**src/pkg/xfer_queue_regs.svh**
```systemverilog
// Register map, field positions, reset values and sizes of the transfer queue
`ifndef XFER_QUEUE_REGS_SVH
`define XFER_QUEUE_REGS_SVH

// Byte offsets of the APB registers
`define OFS_CTRL        8'h00
`define OFS_CMD         8'h04
`define OFS_BLOCKS      8'h08
`define OFS_CAPACITY    8'h0c
`define OFS_FILL        8'h10
`define OFS_LOST        8'h14
`define OFS_STATE       8'h18
`define OFS_IRQ_STAT    8'h1c
`define OFS_IRQ_MASK    8'h20
`define OFS_ORDERING    8'h24
`define OFS_SENT        8'h28

// Control register fields
`define CTRL_METHOD_LSB 0
`define CTRL_STYLE_BIT  2
// Command register fields (write one to act)
`define CMD_GO_BIT      0
`define CMD_HALT_BIT    1
`define CMD_CLOSE_BIT   2
// Interrupt status and mask fields
`define IRQ_SENT_BIT    0
`define IRQ_LOST_BIT    1
`define IRQ_BURST_BIT   2
`define IRQ_WIDTH       3

// Queue sizes
`define QUEUE_DEPTH     8
`define PTR_WIDTH       3
`define LVL_WIDTH       4
`define TAG_WIDTH       16
`define PKT_WIDTH       12
`define CNT_WIDTH       16
`define TALLY_WIDTH     32

// Reset values
`define CTRL_RESET      3'h0
`define BLOCKS_RESET    16'h0001
`define ORDERING_FIFO   32'h0000_0000

`endif

```
**src/pkg/xfer_queue_pkg.sv**
```systemverilog
// Types shared by the transfer queue design
package xfer_queue_pkg;
`include "xfer_queue_regs.svh"

  // How transfers are started
  typedef enum logic [1:0] {
    METHOD_BASIC     = 2'h0,
    METHOD_AUTOMATIC = 2'h1,
    METHOD_USER      = 2'h2
  } xfer_control_method_type;

  // Run style used under user control
  typedef enum logic {
    STYLE_CONTINUOUS    = 1'b0,
    STYLE_COUNTED_BURST = 1'b1
  } xfer_run_style_type;

  // One queued block: handle, packets ready so far, block complete
  typedef struct packed {
    logic [`TAG_WIDTH-1:0] tag;
    logic [`PKT_WIDTH-1:0] avail;
    logic                  done;
  } queue_entry_type;

  // One packet offered on the stream channel
  typedef struct packed {
    logic [`TAG_WIDTH-1:0] tag;
    logic [`PKT_WIDTH-1:0] index;
    logic                  last;
  } pkt_info_type;

endpackage : xfer_queue_pkg

```
**src/logic/sat_counter.sv**
```systemverilog
// Saturating event counter with synchronous clear
module sat_counter
  import xfer_queue_pkg::*;
#(
  parameter int WIDTH = 32
)(
  input  wire logic             core_clk,
  input  wire logic             arst_n,
  input  wire logic             clr,
  input  wire logic             inc,
  output logic [WIDTH-1:0]      count
);

  // Count up, hold at all ones instead of wrapping
  always_ff @(posedge core_clk or negedge arst_n)
  begin
    if (!arst_n)
      count <= '0;
    else if (clr)
      count <= '0;
    else if (inc && (count != {WIDTH{1'b1}}))
      count <= count + 1'b1;            // [RULE18]
  end

endmodule : sat_counter

```
**src/logic/image_block_transfer_queue.sv**
```systemverilog
// Block transfer queue, transmit scheduler and APB register file
// Behaviour
// [RULE1] Each processed frame is queued as one block
// [RULE2] Basic/automatic send starts after one packet ready
// [RULE3] Blocks go back to back when link keeps up
// [RULE4] Waiting blocks accumulate in the queue
// [RULE5] Queue capacity readable, read only
// [RULE6] Current fill level readable, tracks every change
// [RULE7] Oldest queued block is always sent next
// [RULE8] Full queue overwrites oldest unsent, never current
// [RULE9] Each overwrite increments the lost block tally
// [RULE10] Next oldest block starts when current completes
// [RULE11] User continuous streams, gated by go/halt only
// [RULE12] Counted burst sends exactly blocks_to_send, stops
// [RULE13] Acquisition start/stop leaves queue state alone
// [RULE14] Channel close empties queue, cancels transmission
// [RULE15] Halt lets the block in progress finish
// [RULE16] Go/halt accepted only under user control
// [RULE17] Block count used only in counted burst
// [RULE18] Lost tally saturates instead of wrapping
module image_block_transfer_queue
  import xfer_queue_pkg::*;
(
  input  wire logic                  core_clk,
  input  wire logic                  arst_n,
  // APB slave
  input  wire logic                  psel,
  input  wire logic                  penable,
  input  wire logic                  pwrite,
  input  wire logic [7:0]            paddr,
  input  wire logic [31:0]           pwdata,
  output logic                       pready,
  output logic [31:0]                prdata,
  output logic                       pslverr,
  // Processing side: block start, packet accumulated, block end
  input  wire logic                  blk_start,
  input  wire logic [`TAG_WIDTH-1:0] blk_tag,
  input  wire logic                  blk_pkt,
  input  wire logic                  blk_end,
  // Stream channel
  output logic                       pkt_valid,
  output pkt_info_type               pkt_info,
  input  wire logic                  pkt_ready,
  // Interrupt
  output logic                       irq
);

  // Queue storage and pointers (untransmitted blocks only)
  queue_entry_type              mem [`QUEUE_DEPTH];
  logic [`PTR_WIDTH-1:0]        rd_ptr_reg;   // Oldest entry
  logic [`PTR_WIDTH-1:0]        wr_ptr_reg;   // Next free slot
  logic [`LVL_WIDTH-1:0]        count_reg;    // Entries held
  logic                         acq_open_reg; // Newest block still growing
  // Block in transmission
  logic                         cur_busy_reg;
  logic [`PKT_WIDTH-1:0]        cur_avail_reg;
  logic                         cur_done_reg;
  // Software state
  xfer_control_method_type      method_reg;
  xfer_run_style_type           style_reg;
  logic [`CNT_WIDTH-1:0]        blocks_reg;    // blocks_to_send
  logic [`CNT_WIDTH-1:0]        remain_reg;    // Blocks left in burst
  logic                         run_reg;       // User go/halt state
  logic [`IRQ_WIDTH-1:0]        irq_stat_reg;
  logic [`IRQ_WIDTH-1:0]        irq_mask_reg;
  logic [`TALLY_WIDTH-1:0]      lost_count;    // lost_block_tally
  logic [`TALLY_WIDTH-1:0]      sent_count;

  // APB access strobes
  logic                         acc;           // Access accepted this edge
  logic                         wr_acc;
  logic                         go_cmd;        // stream_go_cmd
  logic                         halt_cmd;      // stream_halt_cmd
  logic                         close_cmd;     // Stream channel closed
  // Queue control
  logic                         full;
  logic                         empty;
  logic                         send_ok;       // Scheduler allowed to start
  logic                         fire;          // Packet taken by link
  logic                         fin;           // Last packet of block taken
  logic                         load;          // Head moves to transmitter
  logic                         push;
  logic                         overwrite;     // Full queue drop
  logic                         newest_in_cur; // Growing block is current
  logic [`PTR_WIDTH-1:0]        tail_ptr;      // Newest queued entry
  logic                         tail_grow;
  logic                         tail_end;
  logic                         head_is_tail;
  queue_entry_type              head_eff;      // Head with same-cycle update
  logic                         burst_last;    // Load that ends a burst
  logic [`PKT_WIDTH-1:0]        next_idx;

  assign acc       = psel && penable && pready;
  assign wr_acc    = acc && pwrite;
  assign go_cmd    = wr_acc && (paddr == `OFS_CMD) && pwdata[`CMD_GO_BIT]
                     && (method_reg == METHOD_USER);        // [RULE16]
  assign halt_cmd  = wr_acc && (paddr == `OFS_CMD) && pwdata[`CMD_HALT_BIT]
                     && (method_reg == METHOD_USER);        // [RULE16]
  assign close_cmd = wr_acc && (paddr == `OFS_CMD)
                     && pwdata[`CMD_CLOSE_BIT];

  assign full  = (count_reg == `LVL_WIDTH'(`QUEUE_DEPTH));
  assign empty = (count_reg == '0);
  // Automatic methods always stream; user method only while running
  assign send_ok = (method_reg != METHOD_USER) || run_reg;  // [RULE11]
  assign fire    = pkt_valid && pkt_ready;
  assign fin     = fire && pkt_info.last;
  // Next block starts in the very cycle the current one ends
  assign load    = (!cur_busy_reg || fin) && !empty && send_ok
                   && !close_cmd;                   // [RULE3] [RULE10]
  assign push      = blk_start && !close_cmd;               // [RULE1]
  assign overwrite = push && full && !load;                 // [RULE8]
  assign newest_in_cur = empty && cur_busy_reg && acq_open_reg;
  assign tail_ptr      = wr_ptr_reg - 1'b1;
  assign tail_grow     = blk_pkt && acq_open_reg && !empty;
  assign tail_end      = blk_end && acq_open_reg && !empty;
  assign head_is_tail  = (count_reg == `LVL_WIDTH'(1));
  assign burst_last    = (style_reg == STYLE_COUNTED_BURST)
                         && (remain_reg == `CNT_WIDTH'(1));
  assign next_idx      = pkt_info.index + 1'b1;

  // Head entry as seen by a load, including growth in this cycle
  always_comb
  begin
    head_eff = mem[rd_ptr_reg];
    if (head_is_tail && tail_grow)
      head_eff.avail = head_eff.avail + 1'b1;
    if (head_is_tail && tail_end)
      head_eff.done = 1'b1;
  end

  // Queue storage: new entries, growth of the newest, overwrite
  always_ff @(posedge core_clk)
  begin
    if (push)
      mem[wr_ptr_reg] <= '{tag: blk_tag, avail: '0, done: 1'b0};
    else if (tail_grow)
      mem[tail_ptr].avail <= mem[tail_ptr].avail + 1'b1;    // [RULE4]
    else if (tail_end)
      mem[tail_ptr].done <= 1'b1;
  end

  // Queue pointers and fill level, oldest always leaves first
  always_ff @(posedge core_clk or negedge arst_n)
  begin
    if (!arst_n)
    begin
      rd_ptr_reg <= '0;
      wr_ptr_reg <= '0;
      count_reg  <= '0;
    end
    else if (close_cmd)
    begin
      rd_ptr_reg <= '0;                                     // [RULE14]
      wr_ptr_reg <= '0;
      count_reg  <= '0;
    end
    else
    begin
      if (push)
        wr_ptr_reg <= wr_ptr_reg + 1'b1;
      if (load || overwrite)
        rd_ptr_reg <= rd_ptr_reg + 1'b1;                    // [RULE7]
      if (push && !load && !full)
        count_reg <= count_reg + 1'b1;                      // [RULE6]
      else if (load && !push)
        count_reg <= count_reg - 1'b1;                      // [RULE6]
    end
  end

  // Tracks whether the newest block is still receiving packets
  always_ff @(posedge core_clk or negedge arst_n)
  begin
    if (!arst_n)
      acq_open_reg <= 1'b0;
    else if (close_cmd)
      acq_open_reg <= 1'b0;
    else if (push)
      acq_open_reg <= 1'b1;                                 // [RULE13]
    else if (blk_end)
      acq_open_reg <= 1'b0;
  end

  // Transmitter: current block and packet offered to the link
  always_ff @(posedge core_clk or negedge arst_n)
  begin
    if (!arst_n)
    begin
      cur_busy_reg  <= 1'b0;
      cur_avail_reg <= '0;
      cur_done_reg  <= 1'b0;
      pkt_valid     <= 1'b0;
      pkt_info      <= '0;
    end
    else if (close_cmd)
    begin
      cur_busy_reg <= 1'b0;                                 // [RULE14]
      pkt_valid    <= 1'b0;
    end
    else if (load)
    begin
      // First packet goes out as soon as one is ready
      cur_busy_reg   <= 1'b1;
      cur_avail_reg  <= head_eff.avail;
      cur_done_reg   <= head_eff.done;
      pkt_info.tag   <= head_eff.tag;
      pkt_info.index <= '0;
      pkt_info.last  <= head_eff.done
                        && (head_eff.avail == `PKT_WIDTH'(1));
      pkt_valid      <= (head_eff.avail != '0);             // [RULE2]
    end
    else if (fin)
    begin
      cur_busy_reg <= 1'b0;
      pkt_valid    <= 1'b0;
    end
    else if (cur_busy_reg)
    begin
      if (newest_in_cur && blk_pkt)
        cur_avail_reg <= cur_avail_reg + 1'b1;
      if (newest_in_cur && blk_end)
        cur_done_reg <= 1'b1;
      if (fire)
      begin
        pkt_info.index <= next_idx;
        pkt_valid      <= 1'b0;
      end
      else if (!pkt_valid && (pkt_info.index < cur_avail_reg))
      begin
        pkt_valid     <= 1'b1;                              // [RULE2]
        pkt_info.last <= cur_done_reg
                         && (next_idx == cur_avail_reg);
      end
    end
  end

  // Go/halt state and remaining count of a counted burst
  always_ff @(posedge core_clk or negedge arst_n)
  begin
    if (!arst_n)
    begin
      run_reg    <= 1'b0;
      remain_reg <= '0;
    end
    else if (close_cmd || halt_cmd)
      run_reg <= 1'b0;                                      // [RULE15]
    else if (go_cmd)
    begin
      if (style_reg == STYLE_COUNTED_BURST)
      begin
        remain_reg <= blocks_reg;                           // [RULE17]
        run_reg    <= (blocks_reg != '0);                   // [RULE12]
      end
      else
        run_reg <= 1'b1;                                    // [RULE11]
    end
    else if (load && (method_reg == METHOD_USER)
             && (style_reg == STYLE_COUNTED_BURST))
    begin
      remain_reg <= remain_reg - 1'b1;                      // [RULE12]
      if (burst_last)
        run_reg <= 1'b0;                                    // [RULE12]
    end
  end

  // Lost and sent block tallies
  sat_counter #(.WIDTH(`TALLY_WIDTH)) u_lost_tally (
    .core_clk (core_clk),
    .arst_n   (arst_n),
    .clr      (1'b0),
    .inc      (overwrite),                                  // [RULE9]
    .count    (lost_count)
  );

  sat_counter #(.WIDTH(`TALLY_WIDTH)) u_sent_tally (
    .core_clk (core_clk),
    .arst_n   (arst_n),
    .clr      (close_cmd),
    .inc      (fin),
    .count    (sent_count)
  );

  // Software configuration registers
  always_ff @(posedge core_clk or negedge arst_n)
  begin
    if (!arst_n)
    begin
      method_reg   <= METHOD_BASIC;
      style_reg    <= STYLE_CONTINUOUS;
      blocks_reg   <= `BLOCKS_RESET;
      irq_mask_reg <= '0;
    end
    else if (wr_acc)
    begin
      case (paddr)
        `OFS_CTRL:
        begin
          if (pwdata[`CTRL_METHOD_LSB+1:`CTRL_METHOD_LSB] != 2'h3)
            method_reg <= xfer_control_method_type'(
                            pwdata[`CTRL_METHOD_LSB+1:`CTRL_METHOD_LSB]);
          style_reg <= xfer_run_style_type'(pwdata[`CTRL_STYLE_BIT]);
        end
        `OFS_BLOCKS:   blocks_reg   <= pwdata[`CNT_WIDTH-1:0];
        `OFS_IRQ_MASK: irq_mask_reg <= pwdata[`IRQ_WIDTH-1:0];
        default:       ;
      endcase
    end
  end

  // Sticky events, a new event wins over a write-one clear
  always_ff @(posedge core_clk or negedge arst_n)
  begin
    if (!arst_n)
      irq_stat_reg <= '0;
    else
      irq_stat_reg <= (irq_stat_reg
                       & ~((wr_acc && (paddr == `OFS_IRQ_STAT))
                           ? pwdata[`IRQ_WIDTH-1:0] : `IRQ_WIDTH'(0)))
                      | {load && burst_last && (method_reg == METHOD_USER),
                         overwrite, fin};
  end

  // Level interrupt from unmasked sticky bits
  always_ff @(posedge core_clk or negedge arst_n)
  begin
    if (!arst_n)
      irq <= 1'b0;
    else
      irq <= |(irq_stat_reg & irq_mask_reg);
  end

  // APB answer: one wait state, read data and error registered
  always_ff @(posedge core_clk or negedge arst_n)
  begin
    if (!arst_n)
    begin
      pready  <= 1'b0;
      prdata  <= '0;
      pslverr <= 1'b0;
    end
    else
    begin
      pready  <= psel && penable && !pready;
      pslverr <= 1'b0;
      prdata  <= '0;
      if (psel && penable && !pready)
      begin
        case (paddr)
          `OFS_CTRL:     prdata <= {29'h0, style_reg, method_reg};
          `OFS_CMD:      prdata <= '0;
          `OFS_BLOCKS:   prdata <= {16'h0, blocks_reg};
          `OFS_CAPACITY: prdata <= 32'(`QUEUE_DEPTH);      // [RULE5]
          `OFS_FILL:     prdata <= {28'h0, count_reg};     // [RULE6]
          `OFS_LOST:     prdata <= lost_count;              // [RULE9]
          `OFS_STATE:    prdata <= {30'h0, cur_busy_reg, run_reg};
          `OFS_IRQ_STAT: prdata <= {29'h0, irq_stat_reg};
          `OFS_IRQ_MASK: prdata <= {29'h0, irq_mask_reg};
          `OFS_ORDERING: prdata <= `ORDERING_FIFO;
          `OFS_SENT:     prdata <= sent_count;
          default:       pslverr <= 1'b1;
        endcase
      end
    end
  end

  // Checks
  property p_lost_count;
    @(posedge core_clk) disable iff (!arst_n)
    (overwrite && (lost_count != 32'hffff_ffff))
      |=> (lost_count == $past(lost_count) + 32'h1);
  endproperty
  a_lost_count: assert property (p_lost_count) // [RULE9]
    else $error("lost tally did not count an overwrite");

  property p_lost_sat;
    @(posedge core_clk) disable iff (!arst_n)
    (lost_count == 32'hffff_ffff) |=> (lost_count == 32'hffff_ffff);
  endproperty
  a_lost_sat: assert property (p_lost_sat) // [RULE18]
    else $error("lost tally wrapped");

  property p_level_bound;
    @(posedge core_clk) disable iff (!arst_n)
    count_reg <= `LVL_WIDTH'(`QUEUE_DEPTH);
  endproperty
  a_level_bound: assert property (p_level_bound) // [RULE4]
    else $error("fill level above capacity");

  property p_close;
    @(posedge core_clk) disable iff (!arst_n)
    close_cmd |=> (count_reg == '0) && !cur_busy_reg && !pkt_valid;
  endproperty
  a_close: assert property (p_close) // [RULE14]
    else $error("close left queue or transmission");

  property p_halt_finish;
    @(posedge core_clk) disable iff (!arst_n)
    (halt_cmd && cur_busy_reg && !fin && !close_cmd) |=> cur_busy_reg;
  endproperty
  a_halt_finish: assert property (p_halt_finish) // [RULE15]
    else $error("halt cut the current block short");

  property p_go_user_only;
    @(posedge core_clk) disable iff (!arst_n)
    (method_reg != METHOD_USER) && !run_reg |=> !run_reg;
  endproperty
  a_go_user_only: assert property (p_go_user_only) // [RULE16]
    else $error("run started outside user control");

  property p_next_block;
    @(posedge core_clk) disable iff (!arst_n)
    (fin && !empty && send_ok && !close_cmd)
      |=> cur_busy_reg && (count_reg == $past(count_reg) - 4'h1
                           + {3'h0, $past(push)});
  endproperty
  a_next_block: assert property (p_next_block) // [RULE10]
    else $error("next block not started at once");

  property p_first_pkt;
    @(posedge core_clk) disable iff (!arst_n)
    (cur_busy_reg && !pkt_valid && (pkt_info.index < cur_avail_reg)
     && !close_cmd && !fin) |=> pkt_valid;
  endproperty
  a_first_pkt: assert property (p_first_pkt) // [RULE2]
    else $error("ready packet not offered");

  property p_keep_current;
    @(posedge core_clk) disable iff (!arst_n)
    overwrite && cur_busy_reg && !fin |=> $stable(pkt_info.tag);
  endproperty
  a_keep_current: assert property (p_keep_current) // [RULE8]
    else $error("overwrite disturbed current block");

  property p_burst_stop;
    @(posedge core_clk) disable iff (!arst_n)
    (load && burst_last && (method_reg == METHOD_USER) && !go_cmd)
      |=> !run_reg ##1 !load [*2];
  endproperty
  a_burst_stop: assert property (p_burst_stop) // [RULE12]
    else $error("counted burst did not stop");

  c_overwrite: cover property (@(posedge core_clk) disable iff (!arst_n)
                               overwrite);
  c_back2back: cover property (@(posedge core_clk) disable iff (!arst_n)
                               fin && load);
  c_burst:     cover property (@(posedge core_clk) disable iff (!arst_n)
                               load && burst_last);

endmodule : image_block_transfer_queue

```
**config.mk**
```make
export PLATFORM = sky130hd
export DESIGN_NAME = image_block_transfer_queue
export DESIGN_NICKNAME = d
export VERILOG_FILES = /design/src/pkg/xfer_queue_pkg.sv /design/src/logic/sat_counter.sv /design/src/logic/image_block_transfer_queue.sv
export VERILOG_INCLUDE_DIRS = /design/src /design/src/pkg
export SDC_FILE = /design/constraint.sdc
export NUM_CORES = 1
export LEC_CHECK = 0
export BUFFER_PORTS_ARGS = -buffer_cell sky130_fd_sc_hd__buf_2
export CORE_ASPECT_RATIO = 1.5
export CORE_UTILIZATION = 61
export DETAILED_ROUTE_END_ITERATION = 16
export HOLD_SLACK_MARGIN = 0.1
export PLACE_DENSITY = 0.8
export SLEW_MARGIN = 20
export SYNTH_ARGS = -nofsm -noshare
export SYNTH_HDL_FRONTEND = slang
export SYNTH_SLANG_ARGS = --single-unit
```
**constraint.sdc**
```tcl
create_clock -name core_clk -period 4.79 [get_ports core_clk]
set_input_delay 0.7185 -clock core_clk [delete_from_list [all_inputs] [get_ports core_clk]]
set_output_delay 0.7185 -clock core_clk [all_outputs]
set_load 0.05 [all_outputs]
```
# Word level (Yosys, flattened, before mapping)
# Memories as Yosys holds them, arrays and structs flattened.
# Index checks and enable logic that the tools add are counted.
# classes
bitwise,6
order_cmp,1
mux,62
n_addsub,12
reduce_logical,89
eq_ne,23
# ops
op,count
32-bit case mux with 9 select lines,1
32-bit two-way mux,3
12-bit two-way mux,6
"32-bit by 1-bit adder with 32-bit output, second input constant",2
"32-bit != test, second input constant",2
"12-bit by 1-bit adder with 12-bit output, second input constant",4
16-bit two-way mux,3
1-bit logical AND,42
13-bit two-way mux,3
1-bit two-way mux,35
"8-bit by 5-bit == test with 1-bit output, second input constant",4
29-bit two-way mux,1
29-bit OR reduction,1
"8-bit by 6-bit == test with 1-bit output, second input constant",3
3-bit two-way mux,7
2-bit nonzero test,9
"16-bit by 1-bit == test with 1-bit output, second input constant",1
"8-bit by 4-bit == test with 1-bit output, second input constant",2
16-bit nonzero test,1
"16-bit by 1-bit subtractor with 16-bit output, second input constant",1
3-bit nonzero test,5
"12-bit by 1-bit == test with 1-bit output, second input constant",1
12-bit == test,1
12-bit less-than comparator,1
28 further kinds,54
# totals
ff_bits,196
output_inout_bits,65
wordCells,218
in_bits,65
ramBits,232
n_memories,1
# memory_table
name,words,word_bits,rd,rd_clocked_by_memory_dff,write_ports,line,source
mem,8,29,2,0,1,image_block_transfer_queue.sv:49,queue_entry_type mem [`QUEUE_DEPTH];

# Longest topological paths before layout
# Gate-level depths: netlist (run 1).
# depth
ltp_word,12
ltp_mapped,14
ltp_nobuf,10

# By module
# A second synthesis (run 1) with hierarchy kept.
# hier_totals
cells_unflattened,1664
hier_area_um2,20728.6
# by_module_without_submodules
module,cells_each,area_per_inst_um2,seq_area_each_um2,n_inst
image_block_transfer_queue,1276,17107.7,10271.1,1
sat_counter,194,1810.5,800.8,2

# Worst setup path after synthesis (run 1)
# Ideal clock, no wire load.
# synth_path
path_type,register to register
startpoint,register wr_ptr_reg[0]
endpoint,memory mem[0][13] (netlist bit) (enable)
synth_period_minus_slack_ns,4.031
path_stages_with_launch,13
arrival_ns,3.642
required_ns,4.402
path_slack_ns,0.759
path_cell_list,dfrtp_1 > buf_2 > buf_2 > buf_2 > inv_1 > ha_1 > clkbuf_1 > buf_2 > buf_1 > inv_1 > nor2_1 > a21oi_1 > nor2_1
# synth_via
elab_chain_cells,2
# synth_lines
item,line,source
from (decl),image_block_transfer_queue.sv:51,logic [`PTR_WIDTH-1:0] wr_ptr_reg;
from (signal assigned),image_block_transfer_queue.sv:161,wr_ptr_reg <= wr_ptr_reg + 1'b1;
3-bit by 1-bit subtractor with 3-bit output,image_block_transfer_queue.sv:114,assign tail_ptr = wr_ptr_reg - 1'b1;
3-bit two-way mux (no source line) *,-,
to (decl),image_block_transfer_queue.sv:49,
# Mark *: on every way between the ends. The rest lies on a longest branch, timed or not.

# Worst setup path after layout (run 1)
# layout_path
startpoint,input paddr[5]
endpoint,memory mem[4][13] (netlist bit) (enable)
# layout_via
elab_chain_cells,9
# layout_lines
item,line,source
from (decl),image_block_transfer_queue.sv:30,"input wire logic [7:0] paddr,"
8-bit by 3-bit == test with 1-bit output *,-,
1-bit logical AND * (2 in series),image_block_transfer_queue.sv:99,assign close_cmd = wr_acc && (paddr == `OFS_CMD)
1-bit logical NOT *,image_block_transfer_queue.sv:111,assign push = blk_start && !close_cmd;
1-bit logical AND *,image_block_transfer_queue.sv:111,
1-bit two-way mux,image_block_transfer_queue.sv:135,if (push)
1-bit two-way mux (on tied branches),"image_block_transfer_queue.sv:140, image_block_transfer_queue.sv:138",
29-bit OR reduction (no source line),-,
3-bit two-way mux (no source line),-,
# Marked as above.

==> impl_results.md, run 1 <==
- Syn-to-layout area delta: 11.8%
- Syn Area/Cell: roughly 13 um^2
- CP Launch Type: input port
- Chip Height: between 200 and 250 um
- Post-synthesis sequential area ratio: 0.586
- Setup Skew: about 0.015 ns
- Simple-Gate Fraction of Synth Area: 0.126
- Power per cell area: ~540 nW/um^2
- Fmax: 270 MHz
- R2R Setup Slk: around 1.1 ns
- Hold Path Class: input port to async pin
- Vias per cell: ~6.3
- Die Area: roughly 34000 um^2
- Hold Buf Count CTS: 0
- Final hold vios: 0
- Synth Area in XOR/XNOR: 0.0514
- Site row count: between 80 and 90
- Antenna viol nets, final: 0
- Synthesized area: 20300 um^2
- Syn Inst Count: ~1600
- Clock buffer depth: 3
- Most frequent cells in the layout: edfxtp_1 (232), dfrtp_1 (191), nor2_1 (188), buf_2 (112), xnor2_1 (76)
- Largest net degree at the start of global routing: 101
- Post-synth EDFFs: between 200 and 250
- Crit Reg-Reg Startpoint: wr_ptr_reg[1]
- Placed inst area: about 21000 um^2
- DRC viols: 0
- GRT Util Overall: 0.286
- Post-Synthesis Net Count: 1657
- Critical path class: input port to register
- Final Max Tran Viols: 0
- WL final: 46500 um
- Pre-Repair DR Iteration Count: 8
- Total of max-cap violations: 0
- # IOs: 130
- Main synth FF type: edfxtp_1
- Critical path fanouts, max: 16
- Share of cells above drive strength 1: 0.195
- ANT cells: 0
- Final period util: 0.772
- Unique masters post-synth: 74
- Max VDD drop: roughly 0.36 mV
- Max reg flops: around 230
- Post-synthesis mux area share: 0.130
- Post-CTS Setup Inserts: 0
- Vias: 13500
- CTS tree: built
- DR iter-0 viols: 884
- DP HPWL: 31000 um
- Crit end category: register
- Vias in the first global route: between 10000 and 15000
- H-tree depth: 2
- Synth Area in Adders: 0.0167
- Share of async-settable or async-resettable flops after synthesis: 0.458
- CP arrival: just under 4 ns
- Clock sink total: around 430
- Initial core utilization: 0.621
- Largest register by flop count: mem
- Final setup violation count: 0
- Initial antenna violation count: 1
- Top post-synthesis cells by area: edfxtp_1 (34%), dfrtp_1 (24%), mux4_2 (7.0%), nor2_1 (3.5%), xnor2_1 (3.3%)
- Yosys warnings: 0
- Final instance area: approximately 23000 um^2
- RSZ-0062 raised after global routing: false
- Worst slew pin tran: 1.16 ns
- Area leader, netlist: edfxtp_1
- Setup tns final: 0 ns
- Global-route wire length before repair: 73500 um
- I/O Buffers: between 100 and 150
- Global placement routability congestion: between 0.8 and 0.9
- Final Critical Period: ~3.7 ns
- Worst rel slew slack: 0.226
- LEAKAGE: just under 9 nW
- RR Endpoint: mem[7][12]
- CTS buffer count: 40
- Most common cell after layout, fill and taps aside: edfxtp_1
- Gates resized, CTS repair: 0
- Critical Path RT: 5.02 ns
- Total grt overflow: 0
- Horizontal die dimension: 151 um
- Yosys top cell area share: 0.344
- Final net count: 1774
- Compound-Gate Fraction of Synth Area: 0.0666
- Final worst slack: between 1 and 1.5 ns
- Final core occ: 0.694
- FF+latch count, synth: about 430
- Register clock-pin slew on the reported worst setup and hold paths: roughly 0.06 ns
- Setup WS pre-CTS: 0.641 ns
- Worst R2R Path Depth: 10
- Skew-Pair Late Insertion Delay: between 0.5 and 0.6 ns
- CTS Root Cell: clkbuf_16
- Avg WL per Cell: between 20 and 25 um
- Main combinational cell family by area after synthesis: multiplexers
- Outcome: complete, no violations
- Core region area: between 30000 and 40000 um^2
critical path, cell delays in order:
cell and delay [ns]:
buf_2 0.14, nor4_1 0.69, nand4_1 0.54, nand2_1 0.31, and3_1 0.27, o21ai_2 0.08
inv_1 0.30, a31oi_1 0.30, nor2_1 0.23, buf_4 0.33
power by group:
| group | switching (mW) | internal (mW) |
|---|---|---|
| registers | 0.432 | 4.58 |
| logic | 2.16 | 1.71 |
| clock network | 1.41 | 1.85 |
| total | 4.01 | 8.15 |
worst max-delay path by stage:
| stage | end | slack [ns] | from | cells past startpoint |
|---|---|---|---|---|
| 3_5_place_dp | mem[4][21] | 0.64 | paddr[5] | 10 |
| 5_1_grt | mem[4][13] | 0.85 | paddr[5] | 11 |
| 6_report | mem[4][13] | 1.09 | paddr[5] | 10 |
| 2_1_floorplan | mem[0][13] | 0.76 | wr_ptr_reg[0] | 12 |
| 3_3_place_gp | mem[5][21] | 0.84 | paddr[5] | 11 |
| 4_1_cts | mem[6][4] | 1.08 | wr_ptr_reg[1] | 8 |
logic make-up after synthesis:
group | Yosys count
compound gates | 213
xor+xnor | 119
fa+ha+maj | 27
buf+inv | 107
flops | 428
mux | 155
simple gates | 516
cells in the mapped netlist, types with 10 or more instances:
cell type,number
mux4_2,63
clkbuf_1,50
nor4_1,15
dfrtp_1,195
or3_1,10
nor3_1,40
a31oi_1,12
mux4_1,13
nor2_1,189
ha_1,27
edfxtp_1,232
inv_1,35
mux2i_1,45
and3_1,29
xnor2_1,76
nand2_1,75
nand4_1,25
xor2_1,43
a21oi_1,53
and2_1,28
mux2_2,29
a22oi_1,26
nand3_1,49
and4_1,10
a222oi_1,15
o21ai_0,67
metal layers:
metal | up-vias | wire [um] | track usage
met5 | - | 12 | 0
met4 | 2 | 2680 | 0.164
met3 | 152 | 2410 | 0.0397
met2 | 471 | 25000 | 0.513
met1 | 6761 | 16400 | 0.321
li1 | 6101 | - | -
metrics by stage:
step | hold slack [ns] | power, mW | std cells
after CTS | 0.274 | 12.2 | 2126
after global placement | 0.465 | 8.77 | 2055
after global routing | 0.309 | 12.7 | 2126
final | 0.240 | 12.2 | 2126
after floorplan | 0.423 | 7.89 | 1565
after detailed placement | 0.477 | 8.93 | 2055
area by class of cell:
type | instances | area [um^2]
multi-input cells | 1030 | 7930
fillers | 2214 | 9980
flip-flops and latches | 428 | 11900
clock buffers | 49 | 1130
clock inverters | 22 | 228
repair buffers | 147 | 842
inverters | 35 | 131
well taps | 415 | 519
(Power assumes the default switching activity.)
==> run 2: changes to the inputs <==
Settings changed: CORE_UTILIZATION 61 to 55, PLACE_DENSITY 0.8 to 0.76.
Clock period 4.79 ns to 3.4 ns, I/O delays scaled along.
==> run 2 against run 1 <==
Against the previous run:
- total power rose by 47%
- via count grew 1.3%
- cell count rose by 5.1%
- global-route usage decreased by 2.6 points
- combinational power rose by 52%
- critical endpoint is now pkt_info[0]
==> impl_results.md, run 2 (synthesis results as in run 1) <==
- Outcome: complete, no violations (unchanged)
- Antenna viol nets, final: 0 (unchanged)
- Most frequent cells in the layout: edfxtp_1 (232), dfrtp_1 (191), nor2_1 (176), buf_2 (112), xnor2_1 (76) (was edfxtp_1 (232), dfrtp_1 (191), nor2_1 (188), buf_2 (112), xnor2_1 (76))
- Die Area: 37600 um^2 (was 34000 um^2)
- Seq pwr share: 0.392 (was 0.412)
- H-tree depth: 2 (unchanged)
- Critical path fanouts, max: 19 (was 16)
- NetSw: 5.73 mW (was 4.01 mW)
- Vias per cell: 6.12 (was 6.34)
- Avg WL per Cell: 21.3 um (was 21.9 um)
- WL final: 47500 um (was 46500 um)
- Initial antenna violation count: 0 (was 1)
- Final hold vios: 0 (unchanged)
- CTS buffer count: 42 (was 40)
- I/O Buffers: 113 (unchanged)
- Max VDD drop: 0.562 mV (was 0.361 mV)
- Clock buffer depth: 3 (unchanged)
- Global-route wire length before repair: 76100 um (was 73500 um)
- DRC viols: 0 (unchanged)
- Critical path class: register to register (was input port to register)
- Pre-Repair DR Iteration Count: 6 (was 8)
- Largest register by flop count: mem (unchanged)
- RSZ-0062 raised after global routing: false (unchanged)
- DR iter-0 viols: 1160 (was 884)
- Worst slew pin tran: 1.07 ns (was 1.16 ns)
- Total grt overflow: 0 (unchanged)
- Final setup violation count: 0 (unchanged)
- Power share of the combinational group: 0.330 (was 0.319)
- Clock power frac: 0.278 (was 0.269)
- Max reg flops: 232 (unchanged)
- Chip Height: 237 um (was 225 um)
- DP HPWL: 31600 um (was 31000 um)
- Initial core utilization: 0.562 (was 0.621)
- LEAKAGE: 9.18 nW (was 8.91 nW)
- Critical Path RT: 3.83 ns (was 5.02 ns)
- Power per cell area: 766 nW/um^2 (was 537 nW/um^2)
- CTS Root Cell: clkbuf_16 (unchanged)
- Crit end category: register (unchanged)
- CP arrival: 3.67 ns (was 3.93 ns)
- Skew-Pair Late Insertion Delay: 0.56 ns (about the same)
- Hold Path Class: input port to register (was input port to async pin)
- Vias in the first global route: 14100 (was 13800)
- Syn-to-layout area delta: 14.9% (was 11.8%)
- Share of cells above drive strength 1: 0.221 (was 0.195)
- Final worst slack: 0.160 ns (was 1.09 ns)
- Fmax: about 310 MHz
- Clock sink total: 428 (unchanged)
- # IOs: 130 (unchanged)
- Total of max-cap violations: 0 (unchanged)
- Switching Share: 0.321 (was 0.330)
- Vias: 13700 (was 13500)
- Largest net degree at the start of global routing: 107 (was 101)
- Horizontal die dimension: 159 um (was 151 um)
- CP Launch Type: register (was input port)
- Global placement routability congestion: 0.881 (was 0.887)
- Internal power: 12.1 mW (was 8.15 mW)
- Final Critical Period: ~3.2 ns
- Most common cell after layout, fill and taps aside: edfxtp_1 (unchanged)
- Final net count: 1814 (was 1774)
- Site row count: 85 (was 81)
- Final period util: 0.953
- Core region area: 36100 um^2 (was 32600 um^2)
- Register clock-pin slew on the reported worst setup and hold paths: 0.06 ns (about the same)
- Worst rel slew slack: 0.286 (was 0.226)
- GRT Util Overall: 0.259 (was 0.286)
- Setup WS pre-CTS: 0.100 ns (was 0.641 ns)
- Min Hold Slack: 0.190 ns (was 0.240 ns)
- CTS tree: built (unchanged)
- Setup Skew: 0.0151 ns (was 0.0154 ns)
- Final Max Tran Viols: 0 (unchanged)
## run 2: cell types whose count changed in the layout (fill, tap and decap cells not counted), moves of 2 or more
cell,change
nor2_2,+12
buf_4,+30
bufinv_16,+3
buf_12,+6
nor2_1,-12
clkbuf_16,+2
## run 2: worst max-delay path, cell delays in order, from the launching register on
cell and delay [ns]:
dfrtp_4 0.62, buf_4 0.26, mux2_2 0.24, o2bb2ai_1 0.11
or4_1 0.52, or4_4 0.54, and4_4 0.20, o22ai_1 0.21
nor4_2 0.08, a221o_1 0.34
## run 2: routing by layer
| metal | track usage | share of wire | vias to the layer above |
|---|---|---|---|
| met2 | 0.474 | 0.53 | 458 |
| met3 | 0.0296 | 0.047 | 138 |
| li1 | - | - | 6177 |
| met5 | 0 | 0 | - |
| met4 | 0.141 | 0.052 | 0 |
| met1 | 0.296 | 0.37 | 6896 |
## run 2: worst paths after layout
kind                                   to  cells after the start     startpoint  slack (ns)
setup / recovery              pkt_info[0]                      9  rd_ptr_reg[0]        0.16
hold / removal             blocks_reg[14]                      2     pwdata[14]        0.19
setup reg to reg              pkt_info[0]                      9  rd_ptr_reg[0]        0.16
hold reg to reg                    pready                      1         pready        0.48
max in group asynchronous    pkt_info[11]                      3         arst_n        2.06
min in group asynchronous      prdata[16]                      2         arst_n        0.42
## run 2: final cells by class
cell class	instances	area, um^2
inverter	35	131
antenna	1	2.50
clock inverter	24	303
clock buffer	53	1190
timing repair buffer	185	1210
tap	478	598
multi-input combinational	1030	7960
fill	2557	12800
sequential	428	11900
## run 2: metrics by stage
stage	util	power [mW]	setup TNS (ns)	cell area, um^2	cells
floorplan	-	11.2	-2.75	20300	1565
global placement	0.604	12.8	0	21800	2155
detailed placement	0.604	13.0	0	21800	2155
CTS	0.645	17.9	0	23300	2233
global route	0.646	18.7	0	23300	2233
finish	0.646	17.8	0	23300	2234
## run 2: power by group through the flow
stage / logic, mW / clock network [mW] / registers, mW
2_1_floorplan: 4.28 / 0 / 6.91
3_3_place_gp: 5.73 / 0 / 7.02
3_5_place_dp: 5.87 / 0 / 7.08
4_1_cts: 5.91 / 5.03 / 6.99
5_1_grt: 6.38 / 5.22 / 7.07
6_report: 5.88 / 4.97 / 7.00
## run 2: timing repair
| action | 4_1_cts | 5_1_grt |
|---|---|---|
| endpoints found under the hold margin | 27 | 0 |
| buffers inserted | 0 | 0 |
| hold buffers | 1 | 0 |
| gates resized for setup | 0 | 2 |
| setup endpoints to repair | 0 | 2 |
==> run 3: changes to the inputs <==
Settings changed: CORE_UTILIZATION 55 to 34, PLACE_DENSITY 0.76 to default.
==> run 3 against run 2 <==
Against the previous run:
- design area increased by 2.3%
- critical endpoint unchanged
- total power increased by 2.3%
- clock skew increased by 0.023 ns
- die area increased by 61%
==> impl_results.md, run 3 (synthesis results as in run 1) <==
- RR Endpoint: pkt_info[0] (unchanged)
- Worst R2R Path Depth: 11 (was 9)
- Total of max-cap violations: 0 (unchanged)
- Die Area: 60600 um^2 (was 37600 um^2)
- Pwr Total: 18.3 mW (was 17.8 mW)
- Global-route wire length before repair: 78300 um (was 76100 um)
- Vias in the first global route: 13900 (was 14100)
- Pre-Repair DR Iteration Count: 5 (was 6)
- Critical path class: register to register (unchanged)
- LEAKAGE: 9.25 nW (was 9.18 nW)
- Setup Skew: 0.0386 ns (was 0.0151 ns)
- Most frequent cells in the layout: edfxtp_1 (232), dfrtp_1 (190), nor2_1 (176), buf_2 (112), xnor2_1 (76) (was edfxtp_1 (232), dfrtp_1 (191), nor2_1 (176), buf_2 (112), xnor2_1 (76))
- Crit-path cells: mux4_2 -> mux2i_1 -> buf_4 -> inv_1 -> ha_1 -> nand3_1 -> or4b_1 -> and3_2 -> o22ai_1 -> nor4_2 -> a221o_1 (was buf_4 -> mux2_2 -> o2bb2ai_1 -> or4_1 -> or4_4 -> and4_4 -> o22ai_1 -> nor4_2 -> a221o_1)
- RSZ-0062 raised after global routing: false (unchanged)
- WHS Path Cells: 2 (unchanged)
- ANT cells: 0 (was 1)
- CTS buffer count: 44 (was 42)
- I/O Buffers: 113 (unchanged)
- Largest net degree at the start of global routing: 92 (was 107)
- CTS tree: built (unchanged)
- DRC viols: 0 (unchanged)
- DP HPWL: 34600 um (was 31600 um)
- Final cell count without fillers: 2545 (was 2234)
- Max reg flops: 232 (unchanged)
- Register clock-pin slew on the reported worst setup and hold paths: 0.06 ns (about the same)
- Critical path depth in cells: 11 (was 9)
- Worst rel slew slack: 0.270 (was 0.286)
- R2R Setup Slk: 0.16 ns (about the same)
- CP Launch Point: rd_ptr_reg[0] (unchanged)
- DR iter-0 viols: 833 (was 1160)
- Max incr delay on CP: 0.65 ns (was 0.62 ns)
- Syn-to-layout area delta: 17.5% (was 14.9%)
- Total grt overflow: 0 (unchanged)
- Power per cell area: 767 nW/um^2 (was 766 nW/um^2)
- Critical-path top delay cell: dfrtp_4 (unchanged)
- Final period util: 0.954 (was 0.953)
- Final Max Tran Viols: 0 (unchanged)
- Capture point of the worst path: pkt_info[0] (unchanged)
- Vias per cell: 5.29 (was 6.12)
- Crit Reg-Reg Startpoint: rd_ptr_reg[0] (unchanged)
- CP Launch Type: register (unchanged)
- Largest register by flop count: mem (unchanged)
- Hold Path Class: input port to register (unchanged)
- # IOs: 130 (unchanged)
- Final setup violation count: 0 (unchanged)
- Fmax: 308 MHz (was 309 MHz)
- Clock buffer depth: 3 (unchanged)
- Most common cell after layout, fill and taps aside: edfxtp_1 (unchanged)
- GRT Util Overall: 0.166 (was 0.259)
- Global placement routability congestion: 0.844 (was 0.881)
- WL final: 50000 um (was 47500 um)
- CTS Root Cell: clkbuf_16 (unchanged)
- Share of cells above drive strength 1: 0.225 (was 0.221)
- Outcome: complete, no violations (unchanged)
- Horizontal die dimension: 201 um (was 159 um)
- Site row count: 109 (was 85)
- Max VDD drop: 0.520 mV (was 0.562 mV)
- Final Critical Period: 3.24 ns (about the same)
- H-tree depth: 2 (unchanged)
- Clock sink total: 428 (unchanged)
- Initial antenna violation count: 2 (was 0)
- Final core occ: 0.404 (was 0.646)
- Chip Height: 301 um (was 237 um)
- Critical path fanouts, max: 21 (was 19)
- Skew-Pair Late Insertion Delay: 0.59 ns (was 0.56 ns)
- Antenna viol nets, final: 0 (unchanged)
- Crit end category: register (unchanged)
- Placed Cells: 2462 (was 2155)
- CP arrival: 3.72 ns (was 3.67 ns)
- Critical Path RT: 3.87 ns (was 3.83 ns)
- Initial core utilization: 0.344 (was 0.562)
- Dominant delay contributor by cell family on the critical path: simple AND/OR/NAND/NOR gates (unchanged)
- Avg WL per Cell: 19.6 um (was 21.3 um)
- CP Buf/Inv Count: 2 (was 1)
- Worst slew pin tran: 1.09 ns (was 1.07 ns)
- Final net count: 1824 (was 1814)
- Final hold vios: 0 (unchanged)
- Post-CTS Setup Inserts: 0 (unchanged)
- Core region area: 58900 um^2 (was 36100 um^2)
- Vias: 13500 (was 13700)
run 3: worst min path at each step:
stage / start / end / slack [ns]
final: pwdata[13] / blocks_reg[13] / 0.16
after CTS: pwdata[4] / blocks_reg[4] / 0.12
after global placement: pready / pready / 0.47
after global routing: pwdata[13] / blocks_reg[13] / 0.14
after floorplan: arst_n / acq_open_reg / 0.21
after detailed placement: pready / pready / 0.47
run 3: power breakdown:
part	switching [mW]	leakage [nW]	total, mW	internal, mW
Clock	2.14	0.770	5.30	3.17
Sequential	0.528	4.68	6.99	6.46
Combinational	3.24	3.80	5.97	2.73
run 3: metrics by stage:
| step | worst slack [ns] | hold slack [ns] | setup TNS (ns) | area (um^2) |
|---|---|---|---|---|
| floorplan | -0.0831 | 0.214 | -2.75 | 20300 |
| global route | 0.00199 | 0.135 | 0 | 23800 |
| finish | 0.156 | 0.156 | 0 | 23800 |
| CTS | 0.150 | 0.118 | 0 | 23800 |
| detailed placement | -0.102 | 0.475 | -3.49 | 22200 |
| global placement | -0.101 | 0.467 | -3.31 | 22200 |
run 3: timing repair:
item | in CTS | in global routing
hold buffers | 1 | 0
gates resized for setup | 0 | 1
hold endpoints to repair | 88 | 0
endpoints found under the setup margin | 0 | 2
run 3: final cells by class:
type	count	area [um^2]
fillers	5575	35100
flip-flops and latches	428	11900
multi-input cells	1030	7970
repair buffers	193	1250
clock buffers	52	1160
well taps	777	972
clock inverters	30	440
inverters	35	131
run 3: worst register-to-register path: stages (launching register included):
cell     delay [ns]
dfrtp_4        0.65
mux4_2         0.41
mux2i_1        0.12
buf_4          0.20
inv_1          0.06
ha_1           0.16
nand3_1        0.09
or4b_1         0.61
and3_2         0.26
o22ai_1        0.19
nor4_2         0.09
a221o_1        0.32
run 3: routing by layer:
| layer | vias to the layer above | routed length (um) | global-route usage |
|---|---|---|---|
| li1 | 6211 | - | - |
| met1 | 6827 | 19000 | 0.180 |
| met2 | 322 | 27600 | 0.320 |
| met3 | 96 | 1900 | 0.0242 |
| met4 | 2 | 1500 | 0.0639 |
| met5 | - | 9 | 0 |
